===== src/inc/wg_pkg.sv =====
// register map, field layout, carriers and timing of the wake event and clock gating block
package wg_pkg;

    // ----------------------------------------------------------------
    // register map (byte addresses, 16-bit registers)
    // ----------------------------------------------------------------
    localparam int          WG_ADDR_W         = 8;
    localparam int          WG_DATA_W         = 16;
    localparam logic [7:0]  WG_OFS_PM_STATUS  = 8'h32;
    localparam logic [7:0]  WG_OFS_WAKE_EN    = 8'h34;
    localparam logic [7:0]  WG_OFS_GO_SLEEP   = 8'h36;
    localparam logic [7:0]  WG_OFS_CLK_GATE   = 8'h38;

    // power_mode_and_wake_status fields
    localparam int          WG_ST_FRAME       = 5;
    localparam int          WG_ST_REMOTE      = 4;
    localparam int          WG_ST_LINK        = 3;
    localparam int          WG_ST_ENERGY      = 2;
    localparam int          WG_MODE_LSB       = 0;
    localparam logic [1:0]  WG_MODE_NORMAL    = 2'h0;
    localparam logic [1:0]  WG_MODE_ENERGY    = 2'h1;

    // wake_event_enable fields
    localparam int          WG_EN_POL         = 4;
    localparam int          WG_EN_FRAME       = 3;
    localparam int          WG_EN_REMOTE      = 2;
    localparam int          WG_EN_LINK        = 1;
    localparam int          WG_EN_ENERGY      = 0;
    localparam logic [4:0]  WG_WAKE_EN_RST    = 5'h00;

    // go_sleep_time and clock_gating_control fields
    localparam logic [7:0]  WG_GO_SLEEP_RST   = 8'h8e;
    localparam int          WG_CG_SW_EN       = 3;
    localparam int          WG_CG_CPU_EN      = 2;
    localparam int          WG_CG_WAIT_LSB    = 0;
    localparam logic [4:0]  WG_CLK_GATE_RST   = 5'h04;

    // ----------------------------------------------------------------
    // timing at 50 MHz
    // ----------------------------------------------------------------
    localparam longint      WG_CLK_PERIOD_NS  = 64'd20;
    localparam longint      WG_SLEEP_UNIT_NS  = 64'd20_000_000;
    localparam longint      WG_WAIT0_NS       = 64'd5_300_000_000;
    localparam longint      WG_WAIT1_NS       = 64'd1_600_000_000;
    localparam longint      WG_WAIT2_NS       = 64'd1_000_000;
    localparam longint      WG_WAIT3_NS       = 64'd3_200;

    // least times round up to whole cycles
    function automatic int wg_cycles(input longint t_ns);
        wg_cycles = int'((t_ns + WG_CLK_PERIOD_NS - 64'd1) / WG_CLK_PERIOD_NS);
    endfunction

    // ----------------------------------------------------------------
    // carriers
    // ----------------------------------------------------------------
    typedef struct packed {
        logic [7:0]  addr;
        logic        wr;
        logic        rd;
        logic [1:0]  be;
        logic [15:0] wdata;
    } wg_reg_req_type;

    typedef struct packed {
        logic        frame;
        logic        remote;
        logic [1:0]  link_up;
        logic [1:0]  energy;
    } wg_det_type;

endpackage


===== src/rtl/wg_idle_timer.sv =====
// idle timer: counts cycles without activity against a selectable wait period
`timescale 1ns/1ps
module wg_idle_timer #(
    parameter int WAIT0_CYC = 1,
    parameter int WAIT1_CYC = 1,
    parameter int WAIT2_CYC = 1,
    parameter int WAIT3_CYC = 1
) (
    input  wire logic       clk_i,
    input  wire logic       rst_i,
    input  wire logic       active_i,
    input  wire logic [1:0] sel_i,
    output logic            idle_o
);
    import wg_pkg::*;

    if (WAIT0_CYC < 1 || WAIT1_CYC < 1 || WAIT2_CYC < 1 || WAIT3_CYC < 1) begin : g_chk
        $error("wg_idle_timer: wait counts must be at least one cycle");
    end

    logic [31:0] cnt_ff;
    logic [31:0] nxt_cnt;
    logic        idle_ff;
    logic        nxt_idle;
    logic [31:0] limit;

    // ----------------------------------------------------------------
    // wait period decode and counting
    // ----------------------------------------------------------------
    always_comb begin
        case (sel_i)
            2'h0:    limit = 32'(WAIT0_CYC);
            2'h1:    limit = 32'(WAIT1_CYC);
            2'h2:    limit = 32'(WAIT2_CYC);
            default: limit = 32'(WAIT3_CYC);
        endcase
        // saturates at the limit so a long idle never wraps back to busy
        if (active_i) begin
            nxt_cnt = 32'h0;
        end else if (cnt_ff < limit) begin
            nxt_cnt = cnt_ff + 32'h1;
        end else begin
            nxt_cnt = cnt_ff;
        end
        nxt_idle = !active_i && (nxt_cnt >= limit);
    end

    always_ff @(posedge clk_i) begin
        if (rst_i) begin
            cnt_ff  <= 32'h0;
            idle_ff <= 1'b0;
        end else begin
            cnt_ff  <= nxt_cnt;
            idle_ff <= nxt_idle;
        end
    end

    assign idle_o = idle_ff;
endmodule


===== src/rtl/wg_top.sv =====
// wake request pin, go-sleep control and clock tree gating with their host registers
`timescale 1ns/1ps
module wg_top #(
    parameter int SLEEP_UNIT_CYC = wg_pkg::wg_cycles(wg_pkg::WG_SLEEP_UNIT_NS),
    parameter int WAIT0_CYC      = wg_pkg::wg_cycles(wg_pkg::WG_WAIT0_NS),
    parameter int WAIT1_CYC      = wg_pkg::wg_cycles(wg_pkg::WG_WAIT1_NS),
    parameter int WAIT2_CYC      = wg_pkg::wg_cycles(wg_pkg::WG_WAIT2_NS),
    parameter int WAIT3_CYC      = wg_pkg::wg_cycles(wg_pkg::WG_WAIT3_NS)
) (
    input  wire logic                   clk_i,
    input  wire logic                   rst_i,
    input  wire wg_pkg::wg_reg_req_type reg_req_i,
    input  wire wg_pkg::wg_det_type     det_i,
    input  wire logic [2:0]             mii_busy_i,
    input  wire logic                   host_activity_i,
    output logic [15:0]                 reg_rdata_o,
    output logic                        wake_request_pin_o,
    output logic                        low_power_o,
    output logic                        switch_clk_en_o,
    output logic                        cpu_clk_en_o,
    output logic [1:0]                  pm_mode_o
);
    import wg_pkg::*;

    if (SLEEP_UNIT_CYC < 1) begin : g_chk
        $error("wg_top: go-sleep unit must be at least one cycle");
    end

    typedef enum logic [1:0] {
        WG_AWAKE  = 2'b00,
        WG_WATCH  = 2'b01,
        WG_ASLEEP = 2'b10
    } wg_state_type;

    // ----------------------------------------------------------------
    // register access
    // ----------------------------------------------------------------
    logic [3:0]  flags_ff;   // frame, remote, link, energy
    logic [3:0]  nxt_flags;
    logic [1:0]  mode_ff;
    logic [1:0]  nxt_mode;
    logic [4:0]  wake_en_ff;
    logic [4:0]  nxt_wake_en;
    logic [7:0]  go_sleep_ff;
    logic [7:0]  nxt_go_sleep;
    logic [4:0]  cg_ff;
    logic [4:0]  nxt_cg;
    logic [15:0] rdata_ff;
    logic [15:0] nxt_rdata;
    logic [3:0]  events;
    logic [3:0]  clr;

    function automatic logic hit(input logic [7:0] a, input logic [7:0] ofs);
        hit = a[7:1] == ofs[7:1];
    endfunction

    always_comb begin
        events = {det_i.frame, det_i.remote, |det_i.link_up, |det_i.energy};
        clr    = '0;
        if (reg_req_i.wr && reg_req_i.be[0] && hit(reg_req_i.addr, WG_OFS_PM_STATUS)) begin
            clr = reg_req_i.wdata[WG_ST_FRAME:WG_ST_ENERGY];
        end
        // an event in the same cycle as its clear keeps the flag set
        nxt_flags = events | (flags_ff & ~clr);
        nxt_mode     = mode_ff;
        nxt_wake_en  = wake_en_ff;
        nxt_go_sleep = go_sleep_ff;
        nxt_cg       = cg_ff;
        if (reg_req_i.wr && reg_req_i.be[0]) begin
            if (hit(reg_req_i.addr, WG_OFS_PM_STATUS)) begin
                nxt_mode = reg_req_i.wdata[WG_MODE_LSB +: 2];
            end
            if (hit(reg_req_i.addr, WG_OFS_WAKE_EN)) begin
                nxt_wake_en = reg_req_i.wdata[4:0];
            end
            if (hit(reg_req_i.addr, WG_OFS_GO_SLEEP)) begin
                nxt_go_sleep = reg_req_i.wdata[7:0];
            end
            if (hit(reg_req_i.addr, WG_OFS_CLK_GATE)) begin
                nxt_cg = reg_req_i.wdata[4:0];
            end
        end
        nxt_rdata = rdata_ff;
        if (reg_req_i.rd) begin
            nxt_rdata = 16'h0000;
            if (hit(reg_req_i.addr, WG_OFS_PM_STATUS)) begin
                nxt_rdata = {10'h000, flags_ff, mode_ff};
            end else if (hit(reg_req_i.addr, WG_OFS_WAKE_EN)) begin
                nxt_rdata = {11'h000, wake_en_ff};
            end else if (hit(reg_req_i.addr, WG_OFS_GO_SLEEP)) begin
                nxt_rdata = {8'h00, go_sleep_ff};
            end else if (hit(reg_req_i.addr, WG_OFS_CLK_GATE)) begin
                nxt_rdata = {11'h000, cg_ff};
            end
        end
    end

    always_ff @(posedge clk_i) begin
        if (rst_i) begin
            flags_ff    <= 4'h0;
            mode_ff     <= WG_MODE_NORMAL;
            wake_en_ff  <= WG_WAKE_EN_RST;
            go_sleep_ff <= WG_GO_SLEEP_RST;
            cg_ff       <= WG_CLK_GATE_RST;
            rdata_ff    <= 16'h0000;
        end else begin
            flags_ff    <= nxt_flags;
            mode_ff     <= nxt_mode;
            wake_en_ff  <= nxt_wake_en;
            go_sleep_ff <= nxt_go_sleep;
            cg_ff       <= nxt_cg;
            rdata_ff    <= nxt_rdata;
        end
    end

    // ----------------------------------------------------------------
    // wake request pin
    // ----------------------------------------------------------------
    logic pin_ff;
    logic nxt_pin;
    logic wake_want;

    always_comb begin
        // flags keep the request up until software clears them
        wake_want = |(flags_ff & wake_en_ff[3:0]);
        nxt_pin   = wake_en_ff[WG_EN_POL] ? wake_want : !wake_want;
    end

    always_ff @(posedge clk_i) begin
        if (rst_i) begin
            pin_ff <= 1'b1;
        end else begin
            pin_ff <= nxt_pin;
        end
    end

    // ----------------------------------------------------------------
    // go-sleep control in energy-detect mode
    // ----------------------------------------------------------------
    wg_state_type state_ff;
    wg_state_type nxt_state;
    logic [31:0]  tick_ff;
    logic [31:0]  nxt_tick;
    logic [7:0]   units_ff;
    logic [7:0]   nxt_units;
    logic         energy;
    logic         ed_mode;
    logic         lp_ff;
    logic         nxt_lp;

    always_comb begin
        energy    = |det_i.energy;
        ed_mode   = mode_ff == WG_MODE_ENERGY;
        nxt_state = state_ff;
        nxt_tick  = 32'h0;
        nxt_units = 8'h00;
        case (state_ff)
            WG_AWAKE: begin
                if (ed_mode && !energy) begin
                    nxt_state = WG_WATCH;
                end
            end
            WG_WATCH: begin
                // any energy restarts the whole interval, it must be unbroken
                if (!ed_mode || energy) begin
                    nxt_state = WG_AWAKE;
                end else if (units_ff >= go_sleep_ff) begin
                    nxt_state = WG_ASLEEP;
                end else if (tick_ff == 32'(SLEEP_UNIT_CYC - 1)) begin
                    nxt_units = units_ff + 8'h01;
                end else begin
                    nxt_tick  = tick_ff + 32'h1;
                    nxt_units = units_ff;
                end
            end
            WG_ASLEEP: begin
                if (!ed_mode || energy) begin
                    nxt_state = WG_AWAKE;
                end
            end
            default: nxt_state = WG_AWAKE;
        endcase
        nxt_lp = nxt_state == WG_ASLEEP;
    end

    always_ff @(posedge clk_i) begin
        if (rst_i) begin
            state_ff <= WG_AWAKE;
            tick_ff  <= 32'h0;
            units_ff <= 8'h00;
            lp_ff    <= 1'b0;
        end else begin
            state_ff <= nxt_state;
            tick_ff  <= nxt_tick;
            units_ff <= nxt_units;
            lp_ff    <= nxt_lp;
        end
    end

    // ----------------------------------------------------------------
    // clock tree gating
    // ----------------------------------------------------------------
    logic sw_idle;
    logic cpu_idle;
    logic mii_any;
    logic host_any;
    logic sw_en_ff;
    logic nxt_sw_en;
    logic cpu_en_ff;
    logic nxt_cpu_en;

    assign mii_any  = |mii_busy_i;
    assign host_any = host_activity_i || reg_req_i.wr || reg_req_i.rd;

    wg_idle_timer #(
        .WAIT0_CYC (WAIT0_CYC),
        .WAIT1_CYC (WAIT1_CYC),
        .WAIT2_CYC (WAIT2_CYC),
        .WAIT3_CYC (WAIT3_CYC)
    ) u_sw_timer (
        .clk_i    (clk_i),
        .rst_i    (rst_i),
        .active_i (mii_any),
        .sel_i    (cg_ff[WG_CG_WAIT_LSB +: 2]),
        .idle_o   (sw_idle)
    );

    wg_idle_timer #(
        .WAIT0_CYC (WAIT0_CYC),
        .WAIT1_CYC (WAIT1_CYC),
        .WAIT2_CYC (WAIT2_CYC),
        .WAIT3_CYC (WAIT3_CYC)
    ) u_cpu_timer (
        .clk_i    (clk_i),
        .rst_i    (rst_i),
        .active_i (mii_any || host_any),
        .sel_i    (cg_ff[WG_CG_WAIT_LSB +: 2]),
        .idle_o   (cpu_idle)
    );

    always_comb begin
        // live activity overrides the registered idle so wake-up costs one cycle
        nxt_sw_en  = !(cg_ff[WG_CG_SW_EN] && sw_idle && !mii_any);
        nxt_cpu_en = !(cg_ff[WG_CG_CPU_EN] && cpu_idle && !mii_any && !host_any);
    end

    always_ff @(posedge clk_i) begin
        if (rst_i) begin
            sw_en_ff  <= 1'b1;
            cpu_en_ff <= 1'b1;
        end else begin
            sw_en_ff  <= nxt_sw_en;
            cpu_en_ff <= nxt_cpu_en;
        end
    end

    assign reg_rdata_o        = rdata_ff;
    assign wake_request_pin_o = pin_ff;
    assign low_power_o        = lp_ff;
    assign switch_clk_en_o    = sw_en_ff;
    assign cpu_clk_en_o       = cpu_en_ff;
    assign pm_mode_o          = mode_ff;
endmodule


===== config.mk =====
export PLATFORM = sky130hd
export DESIGN_NAME = wg_top
export DESIGN_NICKNAME = d
export VERILOG_FILES = /design/src/inc/wg_pkg.sv /design/src/rtl/wg_idle_timer.sv /design/src/rtl/wg_top.sv
export SDC_FILE = /design/constraint.sdc
export NUM_CORES = 1
export LEC_CHECK = 0
export BUFFER_PORTS_ARGS = -buffer_cell sky130_fd_sc_hd__buf_2
export CAP_MARGIN = 10
export CORE_MARGIN = 2
export CORE_UTILIZATION = 60
export DETAILED_ROUTE_END_ITERATION = 10
export GPL_TIMING_DRIVEN = 0
export PLACE_DENSITY = 0.79
export SYNTH_ARGS = -nofsm -noshare
export SYNTH_HDL_FRONTEND = slang
export SYNTH_SLANG_ARGS = --single-unit

===== constraint.sdc =====
create_clock -name clk_i -period 6.3 [get_ports clk_i]
set_input_delay 0.315 -clock clk_i [delete_from_list [all_inputs] [get_ports clk_i]]
set_output_delay 0.315 -clock clk_i [all_outputs]
set_load 0.05 [all_outputs]

[Word level (Yosys, flattened, before mapping)]
Cells that the tools add are included.
Word-level totals
  flip-flop bits (word level): 152
  bits of input ports: 40
  output and inout bits: 22
  word-level logic and storage cells: 92
Cells by class
  add/sub/neg operators: 4
  order comparisons: 5
  equality and inequality tests: 11
  multiplexer cells: 16
  bitwise logic cells: 5
  reduce and logical (&&, ||, !) cells: 34
Operators by type and width (number)
  $mux 32: 4
  $add 32x1->32 const B: 3
  $pmux 28 s3: 1
  $eq 32x20->1 const B: 1
  $ge 32x28->1: 1
  $ge 32x32->1: 1
  $lt 32x28->1: 1
  $lt 32x32->1: 1
  $eq 7x5->1 const B: 4
  $mux 8: 3
  $logic_and 1x1->1: 10
  $add 8x1->8 const B: 1
  $and 4x4->4: 2
  $ge 8x8->1: 1
  $logic_not 1->1: 8
  $mux 2: 4
  $reduce_and 2->1: 4
  $reduce_or 4->1: 2
  $eq 2x1->1 const B: 3
  $eq 2x2->1 const B: 3
  $pmux 2 s3: 1
  $mux 5: 1
  $reduce_or 5->1: 1
  $logic_not 2->1: 2
  8 further kinds: 12

[Depth between registers and ports, before layout]
  word-level depth: 7
  gate-level depth with buffers: 20
  gate-level depth less buffers: 20

[Cells and area by module]
A second synthesis with hierarchy kept.
Second synthesis, totals
  cell total of the unflattened synthesis: 1066
  area total of the unflattened synthesis: 8916.1 um^2
Modules (own cells, without submodules)
  wg_top: instances 1, cells each 418, area an instance 3642.2 um^2, seq. area each 1561.5 um^2
  wg_idle_timer at u_sw_timer: instances 1, cells each 322, area an instance 2637.5 um^2, seq. area each 660.6 um^2
  wg_idle_timer at u_cpu_timer: instances 1, cells each 326, area an instance 2636.3 um^2, seq. area each 660.6 um^2

[Worst setup path before layout]
No wires, ideal clock.
  path kind: register to register
  start: reg cg_ff[1]
  end: reg u_cpu_timer.idle_ff, in the netlist u_cpu_timer.idle_o
  library setup time: 0.074 ns
  data arrival time: 4.572 ns
  data required time: 6.226 ns
  slack: 1.654 ns
  cell stages (with the launch flop): 19
  clock period less this slack: 4.646 ns
  cells stage by stage: dfxtp_1 clkbuf_1 ha_1 a211oi_2 a21oi_1 or3_4 o211ai_2 nand4_1 nor3_1 xnor2_1 nor2_1 ha_1 nand4_1 nor3_1 inv_1 a2111oi_2 o32ai_1 a211o_1 a31oi_1
On the way
  cells in the longest elaborated chain, start to end: 7
  elaborated cells between the ends (all ways): 9
Ends and longest elaborated chain
  start, declared: line wg_top.sv:46  | logic [4:0] cg_ff;
  start signal, assigned: line wg_top.sv:111  | cg_ff <= nxt_cg;
  $eq 2x2->1 (tied with other cells): line wg_idle_timer.sv:31  | case (sel_i)
  $pmux 28 s3 (*): line wg_idle_timer.sv:31
  $lt 32x28->1 (*): line wg_idle_timer.sv:40  | end else if (cnt_ff < limit) begin
  $mux 32 (*): line wg_idle_timer.sv:40
  $mux 32 (*): line wg_idle_timer.sv:38  | if (active_i) begin
  named net u_cpu_timer.nxt_cnt[14]: line wg_idle_timer.sv:22  | logic [31:0] nxt_cnt;
  $ge 32x28->1 (*): line wg_idle_timer.sv:45  | nxt_idle = !active_i && (nxt_cnt >= limit);
  $logic_and 1x1->1 (*): line wg_idle_timer.sv:45
  end signal, assigned: line wg_idle_timer.sv:54  | idle_ff <= nxt_idle;
  end, declared: line wg_idle_timer.sv:23  | logic idle_ff;
The timed path passes the listed nets; every way through them passes the cells marked *.
A chain may end at the register's enable or synchronous reset.

[Final worst setup path]
Same ends and word-level chain as after synthesis.

==> results.yml <==
worst_setup_path:
  cp_max_fo: 20
  crit_type: "reg2reg"
  worstPathArrival_ps: 6210
  endpoint_kind: "register"
  worst_ep_required_time_ps: 6650
  worstSetupStartpointType: "register"
floorplanning:
  coreArea_um2: 14400
  die_h_um: 124
  die_x_um: 124
  rows: 44
  fp.dieArea_um2: 15500
  start_util_pct: 60.6
  io_pins: 62
power:
  clockPowerShare_pct: 49.3
  powerDensity_nw_per_um2: 199
  p_leak_nw: 3.89
  p_comb_share_pct: 3.4
  ir_drop_v: 0.000189
  p_sw_mw: 0.453
  pwr-share-seq_pct: 47.3
  p_int_mw: 1.49
  switching_share_pct: 23.4
drt:
  antenna_left: 0
  finalWirelength_um: 20800
  vias: 7568
  firstDrtPassIters: 5
  first_iter_violations: 582
  via_per_inst: 5.87
  drt-wirelength-per-cell_um: 16.2
  drc_errors: 0
clock_tree:
  clk_pin_slew_ps: 60
  clockRootBuffer: "clkbuf_16"
  tritoncts: "yes"
  htree_levels: 4
  cts_buffers: 17
  clk_path_buf_depth: 2
  cts.sinks: 144
  clkLatencyLatePin_ps: 430
  ctsHoldBuffers: 0
  cts_resized: 0
  cts_setup_buffers: 0
sta:
  setup_ws_ps: 441
  max-slew-margin-rel_pct: 22.2
  rsz0062_at_grt: "false"
  tightest_slew_ps: 1150
  fin_setup_tns_ps: 0
  finalHoldViolCount: 0
  fin_crit_ps: 5860
  min_period_over_period_pct: 93.0
  setup_viol: 0
  skew_ps: 6.00
  fmax_mhz: 171
  hold_ws_ps: 91.0
  finalMaxSlewViolations: 0
yosys:
  yosysTopAreaCellShare_pct: 33.1
  yosys-top-cells-area: "dfxtp_1, ha_1, nor2_1"
  synth_cell_types: 75
  synth_flop_cell: "dfxtp_1"
  synth_top_area_cell: "dfxtp_1"
  yosysMostFrequentCell: "nor2_1"
  netlist_instances: 1024
  ys_async_sr_fraction_pct: 0
  synth_common_cells: "nor2_1, dfxtp_1, ha_1, nand2_1, xor2_1"
  netlist_area_um2: 8700
  synth_edf_count: 0
  synth-seq-cells: 144
  ys_seq_area_share_pct: 33.1
  yosysWarnings: 0
  synth.avg_cell_area_um2: 8.50
placement:
  hpwlAfterDp_um: 15300
  dpl_worst_slack_ps: 489
  gp_congestion: 0.871
  io_buffers: 42
  placed_cell_area_um2: 9180
global_route:
  grt_overflow: 0
  grt_pass1_wl_um: 34900
  grt_use_total_pct: 27.2
  antenna_found_initial: 0
  grt_max_degree: 25
  grt_pass1_vias: 7320
layout:
  diodes: 0
  fin_area_um2: 9730
  final_util_pct: 67.7
  area_delta_synth_final_pct: 11.8
  drive_gt1_share_pct: 10.2
  fin_nets: 1227
run_status:
  outcome: "complete, no violations"
min_path:
  hp-class: "in2reg"
flow_run:
  max_cap_violations: 0
-- worst paths after layout --
check | from | to | cells after the start | slack, ps
max | cg_ff[1] | u_cpu_timer.idle_o | 18 | 440
min | det_i[5] | flags_ff[3] | 3 | 90
max reg2reg | cg_ff[1] | u_cpu_timer.idle_o | 18 | 440
min reg2reg | u_sw_timer.idle_o | switch_clk_en_o | 1 | 400
-- cells in the final DEF (no fill, tap or decap), drive strengths merged, types with 8 or more instances in the layout --
cell type / count
and4: 17
a21oi: 36
nor2: 185
nand3: 45
nand4: 42
nor4: 11
conb: 8
xnor2: 35
a21o: 9
nor3: 43
buf: 59
mux2i: 20
clkbuf: 46
o21ai: 22
nor2b: 9
dfxtp: 144
and2: 12
inv: 22
xor2: 57
and3: 27
nand2: 62
nand2b: 10
ha: 94
-- final cells by class --
type | instances | area [um2]
clock buffers | 19 | 443
well taps | 184 | 230
fillers | 1176 | 4640
flip-flops and latches | 144 | 2880
clock inverters | 12 | 111
multi-input cells | 824 | 5550
inverters | 20 | 75.1
repair buffers | 43 | 218
plain buffers | 43 | 220
-- worst max-delay path: stages, from the launching register on --
cell,delay [ps]
dfxtp_1,420
clkbuf_1,890
ha_1,440
a211oi_2,230
a21oi_1,90
or3_4,380
o211ai_2,360
nand4_1,340
nor3_1,270
xnor2_1,200
nor2_1,80
ha_1,320
nand4_1,180
nor3_1,510
inv_1,110
a2111oi_2,350
o32ai_1,170
a211o_1,330
a31oi_1,130
-- sequential cells by signal, indices dropped and copies added, names as in the netlist --
name	flops
u_sw_timer.idle_o	1
tick_ff	32
flags_ff	4
pm_mode_o	2
go_sleep_ff	8
cg_ff	5
switch_clk_en_o	1
u_cpu_timer.idle_o	1
u_sw_timer.cnt_ff	32
u_cpu_timer.cnt_ff	32
wake_request_pin_o	1
state_ff	2
low_power_o	1
units_ff	8
reg_rdata_o	8
wake_en_ff	5
cpu_clk_en_o	1
-- logic make-up after synthesis --
logic type | after synthesis | share of synthesized area [%]
AO/OA/AOI/OAI | 124 | 10.5
XOR/XNOR | 92 | 9.26
adder cells (fa/ha/maj) | 94 | 13.5
buffers and inverters | 63 | 3.39
flip-flops | 144 | 33.1
multiplexers | 20 | 2.30
other | 1 | 0.0431
AND/OR/NAND/NOR | 486 | 27.9
-- per-stage QoR --
step | power (mW) | cells
2_1_floorplan | 0.976 | 1031
3_3_place_gp | 1.00 | 1257
3_5_place_dp | 1.00 | 1258
4_1_cts | 1.94 | 1289
5_1_grt | 1.99 | 1289
6_report | 1.94 | 1289
-- per-layer routing --
| metal | global-route usage [%] | part of all wire [%] |
|---|---|---|
| met1 | 35.7 | 45 |
| met2 | 44.1 | 47 |
| met3 | 5.63 | 4.7 |
| met4 | 10.8 | 3.1 |
| met5 | 0 | 0 |
-- power groups by stage --
| stage | Sequential, mW | Combinational, mW | Clock, mW |
|---|---|---|---|
| 6_report | 0.917 | 0.0654 | 0.956 |
| 5_1_grt | 0.917 | 0.0698 | 1.00 |
| 4_1_cts | 0.917 | 0.0646 | 0.962 |
| 3_5_place_dp | 0.937 | 0.0643 | 0 |
| 3_3_place_gp | 0.937 | 0.0634 | 0 |
| 2_1_floorplan | 0.941 | 0.0349 | 0 |
No activity file was read; power rests on OpenSTA's default activity.
